===== src/csp_pkg.sv =====
// Shared constants for the clock synthesizer parameter registers.
`default_nettype none
package csp_pkg;
  localparam logic [7:0] CSP_IDX_PIX2_M_LOW = 8'hC8;
  localparam logic [7:0] CSP_IDX_PIX2_N_LOW = 8'hC9;
  localparam logic [7:0] CSP_IDX_PIX2_MN_HIGH = 8'hCA;
  localparam logic [7:0] CSP_IDX_PIX2_DIV_SEL = 8'hCB;
  localparam logic [7:0] CSP_IDX_MEM_M_DIV = 8'hCC;
  localparam logic [7:0] CSP_IDX_MEM_N_DIV = 8'hCD;
  localparam logic [7:0] CSP_IDX_MEM_DIV_SEL = 8'hCE;
  localparam logic [7:0] CSP_PIX2_DIV_SEL_MASK = 8'h77;
  localparam logic [7:0] CSP_MN_MASK = 8'h7F;
  localparam logic [7:0] CSP_MEM_DIV_SEL_MASK = 8'hF1;
  localparam logic [7:0] CSP_RESET_BYTE = 8'h00;
  localparam int CSP_POST_LSB = 4;
  localparam int CSP_VCO_BIT = 2;
  localparam int CSP_MEM_SEL_BIT = 7;
  localparam logic [5:0] CSP_POST_RESERVED = 6'h00;
  localparam logic [4:0] CSP_VCO_DIV_LO = 5'h04;
  localparam logic [4:0] CSP_VCO_DIV_HI = 5'h10;
  localparam logic [4:0] CSP_REF_DIV_00 = 5'h04;
  localparam logic [4:0] CSP_REF_DIV_01 = 5'h01;
  localparam logic [4:0] CSP_REF_DIV_10 = 5'h14;
  localparam logic [4:0] CSP_REF_DIV_11 = 5'h05;
  typedef enum logic [2:0]
  {
    CSP_SEQ_IDLE = 3'b000,
    CSP_SEQ_GOT_M = 3'b001,
    CSP_SEQ_GOT_N = 3'b010,
    CSP_SEQ_GOT_HIGH = 3'b011
  } csp_seq_type;
endpackage
`default_nettype wire


===== src/csp_regs.sv =====
// Indexed loop-parameter registers for the third pixel clock and the memory clock.
// How it works
// - Pixel parameters commit after ordered four-register write.
// - Reserved bits always read back zero.
// - Post-divisor codes 0..5 decode to 1..32; codes 6 and 7 decode to zero.
// - VCO bit picks loop divide 4 or 16.
// - Reference code picks 4, 1, 20 or 5.
// - Memory M register holds seven bits.
// - Memory N register holds seven bits.
// - Select zero runs memory clock at preset.
// - Select one follows programmed memory parameters.
// - Memory reference bit divides by 4 or 1.
`timescale 1ns/10ps
`default_nettype none
module csp_regs
  import csp_pkg::*;
(
  // Clock and reset
  input wire logic mclk,
  input wire logic rst_n,
  // Index and data port, one-cycle strobes from the host interface
  input wire logic [7:0] reg_index,
  input wire logic [7:0] wr_data,
  input wire logic wr_en,
  input wire logic rd_en,
  output logic [7:0] rd_data,
  output logic rd_valid,
  // Committed pixel clock 2 loop parameters
  output logic [9:0] pix2_m,
  output logic [9:0] pix2_n,
  output logic [5:0] pix2_post_div,
  output logic [4:0] pix2_vco_div,
  output logic [4:0] pix2_ref_div,
  output logic pix2_update,
  // Memory clock loop parameters
  output logic mem_use_programmed,
  output logic [6:0] mem_m,
  output logic [6:0] mem_n,
  output logic [5:0] mem_post_div,
  output logic [4:0] mem_ref_div
);
  logic [7:0] shadow_m_low;
  logic [7:0] shadow_n_low;
  logic [7:0] shadow_high;
  logic [7:0] pix2_div_sel;
  logic [7:0] mem_m_div;
  logic [7:0] mem_n_div;
  logic [7:0] mem_div_sel;
  csp_seq_type seq;
  csp_seq_type next_seq;
  logic commit;
  logic [5:0] dec_pix_post;
  logic [4:0] dec_pix_vco;
  logic [4:0] dec_pix_ref;
  logic [5:0] dec_mem_post;
  logic [4:0] dec_mem_ref;

  function automatic logic hit(input logic [7:0] idx);
    hit = wr_en && (reg_index == idx);
  endfunction

  // Written values land in shadows; the running settings move only on commit.
  always_ff @(posedge mclk or negedge rst_n)
  begin
    if (!rst_n)
    begin
      shadow_m_low <= CSP_RESET_BYTE;
      shadow_n_low <= CSP_RESET_BYTE;
      shadow_high <= CSP_RESET_BYTE;
      pix2_div_sel <= CSP_RESET_BYTE;
    end
    else
    begin
      if (hit(CSP_IDX_PIX2_M_LOW))
        shadow_m_low <= wr_data;
      if (hit(CSP_IDX_PIX2_N_LOW))
        shadow_n_low <= wr_data;
      if (hit(CSP_IDX_PIX2_MN_HIGH))
        shadow_high <= wr_data & 8'h33;
      if (hit(CSP_IDX_PIX2_DIV_SEL))
        pix2_div_sel <= wr_data & CSP_PIX2_DIV_SEL_MASK;
    end
  end

  always_comb
  begin
    next_seq = seq;
    commit = 1'b0;
    if (wr_en)
    begin
      case (reg_index)
        CSP_IDX_PIX2_M_LOW: next_seq = CSP_SEQ_GOT_M;
        CSP_IDX_PIX2_N_LOW: next_seq = (seq == CSP_SEQ_GOT_M) ? CSP_SEQ_GOT_N : CSP_SEQ_IDLE;
        CSP_IDX_PIX2_MN_HIGH: next_seq = (seq == CSP_SEQ_GOT_N) ? CSP_SEQ_GOT_HIGH : CSP_SEQ_IDLE;
        CSP_IDX_PIX2_DIV_SEL:
        begin
          commit = (seq == CSP_SEQ_GOT_HIGH);
          next_seq = CSP_SEQ_IDLE;
        end
        default: next_seq = seq;
      endcase
    end
  end

  always_ff @(posedge mclk or negedge rst_n)
  begin
    if (!rst_n)
      seq <= CSP_SEQ_IDLE;
    else
      seq <= next_seq;
  end

  csp_div_decode u_pix_dec
  (
    .sel(wr_data & CSP_PIX2_DIV_SEL_MASK),
    .is_memory(1'b0),
    .post_div(dec_pix_post),
    .vco_div(dec_pix_vco),
    .ref_div(dec_pix_ref)
  );

  csp_div_decode u_mem_dec
  (
    .sel(wr_data & CSP_MEM_DIV_SEL_MASK),
    .is_memory(1'b1),
    .post_div(dec_mem_post),
    .vco_div(),
    .ref_div(dec_mem_ref)
  );

  always_ff @(posedge mclk or negedge rst_n)
  begin
    if (!rst_n)
    begin
      pix2_m <= 10'h000;
      pix2_n <= 10'h000;
      pix2_post_div <= 6'h01;
      pix2_vco_div <= CSP_VCO_DIV_LO;
      pix2_ref_div <= CSP_REF_DIV_00;
      pix2_update <= 1'b0;
    end
    else
    begin
      pix2_update <= commit;
      if (commit)
      begin
        pix2_m <= {shadow_high[1:0], shadow_m_low};
        pix2_n <= {shadow_high[5:4], shadow_n_low};
        pix2_post_div <= dec_pix_post;
        pix2_vco_div <= dec_pix_vco;
        pix2_ref_div <= dec_pix_ref;
      end
    end
  end

  // Software is expected to drop the select bit before touching M, N or the divisors,
  // so the hardware accepts those writes at any time without guarding them.
  always_ff @(posedge mclk or negedge rst_n)
  begin
    if (!rst_n)
    begin
      mem_m_div <= CSP_RESET_BYTE;
      mem_n_div <= CSP_RESET_BYTE;
      mem_div_sel <= CSP_RESET_BYTE;
      mem_m <= 7'h00;
      mem_n <= 7'h00;
      mem_post_div <= 6'h01;
      mem_ref_div <= CSP_REF_DIV_00;
      mem_use_programmed <= 1'b0;
    end
    else
    begin
      if (hit(CSP_IDX_MEM_M_DIV))
      begin
        mem_m_div <= wr_data & CSP_MN_MASK;
        mem_m <= wr_data[6:0];
      end
      if (hit(CSP_IDX_MEM_N_DIV))
      begin
        mem_n_div <= wr_data & CSP_MN_MASK;
        mem_n <= wr_data[6:0];
      end
      if (hit(CSP_IDX_MEM_DIV_SEL))
      begin
        mem_div_sel <= wr_data & CSP_MEM_DIV_SEL_MASK;
        mem_post_div <= dec_mem_post;
        mem_ref_div <= dec_mem_ref;
        mem_use_programmed <= wr_data[CSP_MEM_SEL_BIT];
      end
    end
  end

  always_ff @(posedge mclk or negedge rst_n)
  begin
    if (!rst_n)
    begin
      rd_data <= CSP_RESET_BYTE;
      rd_valid <= 1'b0;
    end
    else
    begin
      rd_valid <= rd_en;
      if (rd_en)
      begin
        case (reg_index)
          CSP_IDX_PIX2_DIV_SEL: rd_data <= pix2_div_sel;
          CSP_IDX_MEM_M_DIV: rd_data <= mem_m_div;
          CSP_IDX_MEM_N_DIV: rd_data <= mem_n_div;
          CSP_IDX_MEM_DIV_SEL: rd_data <= mem_div_sel;
          default: rd_data <= CSP_RESET_BYTE;
        endcase
      end
    end
  end
endmodule
`default_nettype wire


===== src/csp_div_decode.sv =====
// Decoder from a divisor-select byte to post, VCO and reference divide values.
`timescale 1ns/10ps
`default_nettype none
module csp_div_decode
  import csp_pkg::*;
(
  // Select byte and its flavour
  input wire logic [7:0] sel,
  input wire logic is_memory,
  // Decoded divide values
  output logic [5:0] post_div,
  output logic [4:0] vco_div,
  output logic [4:0] ref_div
);
  always_comb
  begin
    case (sel[6:4])
      3'b000: post_div = 6'h01;
      3'b001: post_div = 6'h02;
      3'b010: post_div = 6'h04;
      3'b011: post_div = 6'h08;
      3'b100: post_div = 6'h10;
      3'b101: post_div = 6'h20;
      default: post_div = CSP_POST_RESERVED;
    endcase
  end

  always_comb
  begin
    // The memory synthesizer has no VCO loop select, so it reads as the low value.
    if (!is_memory && sel[CSP_VCO_BIT])
      vco_div = CSP_VCO_DIV_HI;
    else
      vco_div = CSP_VCO_DIV_LO;
  end

  always_comb
  begin
    if (is_memory)
      ref_div = sel[0] ? CSP_REF_DIV_01 : CSP_REF_DIV_00;
    else
    begin
      case (sel[1:0])
        2'b00: ref_div = CSP_REF_DIV_00;
        2'b01: ref_div = CSP_REF_DIV_01;
        2'b10: ref_div = CSP_REF_DIV_10;
        default: ref_div = CSP_REF_DIV_11;
      endcase
    end
  end
endmodule
`default_nettype wire


===== config.mk =====
export PLATFORM = sky130hd
export DESIGN_NAME = csp_regs
export DESIGN_NICKNAME = d
export VERILOG_FILES = /design/src/csp_pkg.sv /design/src/csp_regs.sv /design/src/csp_div_decode.sv
export SDC_FILE = /design/constraint.sdc
export NUM_CORES = 1
export LEC_CHECK = 0
export ABC_AREA = 0
export BUFFER_PORTS_ARGS = -buffer_cell sky130_fd_sc_hd__buf_2
export CORE_AREA = 2 2 95 88
export DETAILED_ROUTE_END_ITERATION = 8
export DIE_AREA = 0 0 97 90
export HOLD_SLACK_MARGIN = 0.02
export PLACE_DENSITY = 0.81
export SETUP_SLACK_MARGIN = 0.4
export SLEW_MARGIN = 20
export SYNTH_ARGS = -nofsm -noshare
export SYNTH_HDL_FRONTEND = slang
export SYNTH_SLANG_ARGS = --single-unit

===== constraint.sdc =====
create_clock -name mclk -period 1.6 [get_ports mclk]
set_clock_uncertainty 0.05 [all_clocks]
set_input_delay 0.08 -clock mclk [delete_from_list [all_inputs] [get_ports mclk]]
set_output_delay 0.08 -clock mclk [all_outputs]
set_load 0.005 [all_outputs]

==> impl_metrics.env <==
export IMPL_status="finished clean"
export IMPL_synth_compound_area_frac=0.03135
export IMPL_vias_per_cell=5.463
export IMPL_pre_cts_slack_ns=-0.2351
export IMPL_wirelength_um=9495
export IMPL_async_reset_ff_frac=1.000
export IMPL_synth_top_family_by_area="multiplexers"
export IMPL_die_h_um=90
export IMPL_cts_root_buffer="clkbuf_8"
export IMPL_grt_pass1_vias=2773
export IMPL_crit_family="simple AND/OR/NAND/NOR gates"
export IMPL_synth_adder_area_share=0
export IMPL_path_buf_inv=2
export IMPL_route_detailed_drc=0
export IMPL_whs_path_depth=2
export IMPL_antenna_left=0
export IMPL_fin_setup_tns_ns=0
export IMPL_grt_max_degree=36
export IMPL_core_region_area_mm2=0.007796
export IMPL_num_rows=31
export IMPL_path_clk_slew_ns=0.10
export IMPL_ir_drop_v=0.0004173
export IMPL_critPathMaxFanout=8
export IMPL_r2r_setup_slack_ns=0.11
export IMPL_required_ns=1.79
export IMPL_io_pins=92
export IMPL_insertion_delay_ns=0.36
export IMPL_rsz0062_at_grt="yes"
export IMPL_ys_seq_elements=95
export IMPL_yosysMostFrequentCell="dfrtp_1"
export IMPL_critPathKind="in2reg"
export IMPL_synth_edf_count=0
export IMPL_cts_tree="yes"
export IMPL_layout_setup_ws_ns=0.04511
export IMPL_netlist_top_cells_count="dfrtp_1 (90), mux2_2 (80), clkbuf_1 (12), inv_1 (10), buf_4 (9)"
export IMPL_min_period_over_period=0.9718
export IMPL_syn_area_mm2=0.004110
export IMPL_synth_top_cell_area_share=0.5479
export IMPL_ctsLongestPathBuffers=2
export IMPL_htree_levels=3
export IMPL_place_area_mm2=0.004862
export IMPL_cp_arrival_ns=1.74
export IMPL_cts_buffers=9
export IMPL_grt_use_total=0.2186
export IMPL_die_w_um=97
export IMPL_fmax_mhz=643.1
export IMPL_maxCapViolCount=0
export IMPL_cp_end_kind="flip-flop"
export IMPL_ys_warnings_count=0
export IMPL_slowest_delay_ns=0.56
export IMPL_synthSimpleGateAreaFrac=0.08219
export IMPL_min_path_type="in2reg"
export IMPL_syn_inst=287
export IMPL_finalMaxSlewViolations=0
export IMPL_r2r_cells=5
export IMPL_total_power_w=0.004372
export IMPL_grt_ovfl_total=0
export IMPL_cp_num_cells=5
export IMPL_drive_above_1_share=0.5911
export IMPL_globalplace_congestion=0.9333
export IMPL_fin_crit_ns=1.555
export IMPL_power_density_mw_per_mm2=828.0
export IMPL_rr_startpoint="seq[0]$_DFFE_PN0P_"
export IMPL_first_iter_violations=148
export IMPL_io_buffers=83
export IMPL_worstHoldStart="wr_data[1]"
export IMPL_ys_types=39
export IMPL_crit_top_cell="buf_6"
export IMPL_synthMuxAreaShare=0.2560
export IMPL_synth_xor_area_frac=0
export IMPL_total_leakage_power_nw=2.820
export IMPL_areaGrowthSynthToFinish_pct=28.46
export IMPL_synth_largest_area_cell="dfrtp_1"
export IMPL_cp_cell_sequence="buf_6 -> or4b_4 -> buf_6 -> or4_4 -> mux2_4"
export IMPL_syn_avg_cell_area_um2=14.32
export IMPL_antenna_found_initial=0
export IMPL_finalSetupViolCount=0
export IMPL_grt_pass1_wl_um=14880
export IMPL_crit_slowest_cell="or4b_4"
export IMPL_diodes=0
export IMPL_worstSetupStartpoint="reg_index[2]"
export IMPL_hold_end="shadow_m_low[1]$_DFFE_PN0P_"
export IMPL_r2r_end="pix2_vco_div[4]$_DFFE_PN0P_"
export IMPL_start_kind="input pin"
export IMPL_wl_per_cell_um=18.80
export IMPL_num_vias=2759
export IMPL_firstDrtPassIters=4
export IMPL_report_final_hold_viol_count=0
export IMPL_start_util=0.5272
export IMPL_ys_top_cells_by_area="dfrtp_1 (55%), mux2_2 (22%), dfstp_2 (3.2%)"
export IMPL_final_area_mm2=0.005280
export IMPL_dpl_hpwl_um=6105
export IMPL_ys_seq_area_frac=0.5799
export IMPL_nets=422
export IMPL_dieArea_mm2=0.008730
export IMPL_synthFlopType="dfrtp_1"
export IMPL_cts_num_sinks=95
power by group:
part	internal, W	switching, W
clock network	0.000712	0.000810
logic	0.000165	0.000184
registers	0.00246	0.0000394
total	0.00334	0.00103
cell families after synthesis:
logic type | after synthesis
other | 1
muxes | 91
and+or+nand+nor | 44
buffers and inverters | 37
DFF | 95
AOI/OAI and AO/OA | 19
layer usage:
metal | global-route usage | wire length (um) | vias up
met2 | 0.3438 | 4605 | 86
met3 | 0.03733 | 471 | 13
met1 | 0.3123 | 4301 | 1419
li1 | - | - | 1241
met4 | 0.06925 | 116 | 0
met5 | 0 | 0 | -
through the flow:
stage / hold slack [ns] / utilization / instances
after floorplan: -0.2656 / - / 294
after global placement: 0.005086 / 0.6237 / 474
after detailed placement: 0.01120 / 0.6237 / 474
after CTS: 0.04693 / 0.6684 / 499
after global routing: 0.05857 / 0.6773 / 505
final: 0.05791 / 0.6773 / 505
worst reg2reg max path, stage by stage (launching register included):
cell     delay, ns
dfrtp_1       0.39
nand2_2       0.10
nor4_4        0.18
buf_6         0.17
buf_12        0.15
mux2_2        0.34
layout make-up:
type	count	area, um^2
Clock buffer	9	123.9
Tap cell	99	123.9
Timing Repair Buffer	124	848.3
Clock inverter	6	61.31
Sequential cell	95	2384
Fill cell	561	2516
Inverter	10	37.54
Multi-Input combinational cell	162	1702
cells in the final DEF, fill, tap and decap left out, drive strengths merged, types with 3 or more instances in the layout:
master / instances
buf: 117
dfrtp: 90
mux2: 89
inv: 11
clkbuf: 10
and4b: 8
o22ai: 8
conb: 8
dlygate4sd3: 6
dfstp: 5
nor3b: 5
nand3: 5
and3b: 4
a211oi: 4
nand2: 4
clkinv: 3
nor2b: 3
flip-flops by register name, indices dropped and copies added, names as in the netlist:
name                count
pix2_ref_div            3
pix2_post_div           6
pix2_n                 10
pix2_vco_div            2
pix2_m                 10
seq                     2
mem_n_div               7
shadow_n_low            8
shadow_m_low            8
mem_div_sel             4
mem_m                   7
mem_post_div            6
rd_data                 8
pix2_update             1
mem_use_programmed      1
shadow_high             4
pix2_div_sel            6
mem_ref_div             1
rd_valid                1
timing repair:
item | in CTS | in global routing
gates resized for setup | 7 | 8
buffers inserted | 2 | 5
cloned | 2 | 1
pin swaps | 4 | 2
hold buffers | 6 | 0
endpoints found under the hold margin | 66 | 0
endpoints found under the setup margin | 49 | 60
how the worst max path moves through the flow:
stage                     slack [ns]                           to
after detailed placement       -0.24  pix2_vco_div[4]$_DFFE_PN0P_
after CTS                       0.05  shadow_m_low[3]$_DFFE_PN0P_
final                           0.05  shadow_m_low[3]$_DFFE_PN0P_
after global routing            0.06  shadow_m_low[3]$_DFFE_PN0P_
after floorplan                -0.07  shadow_m_low[0]$_DFFE_PN0P_
after global placement         -0.20  shadow_m_low[6]$_DFFE_PN0P_
No activity file was read; power rests on OpenSTA's default activity.
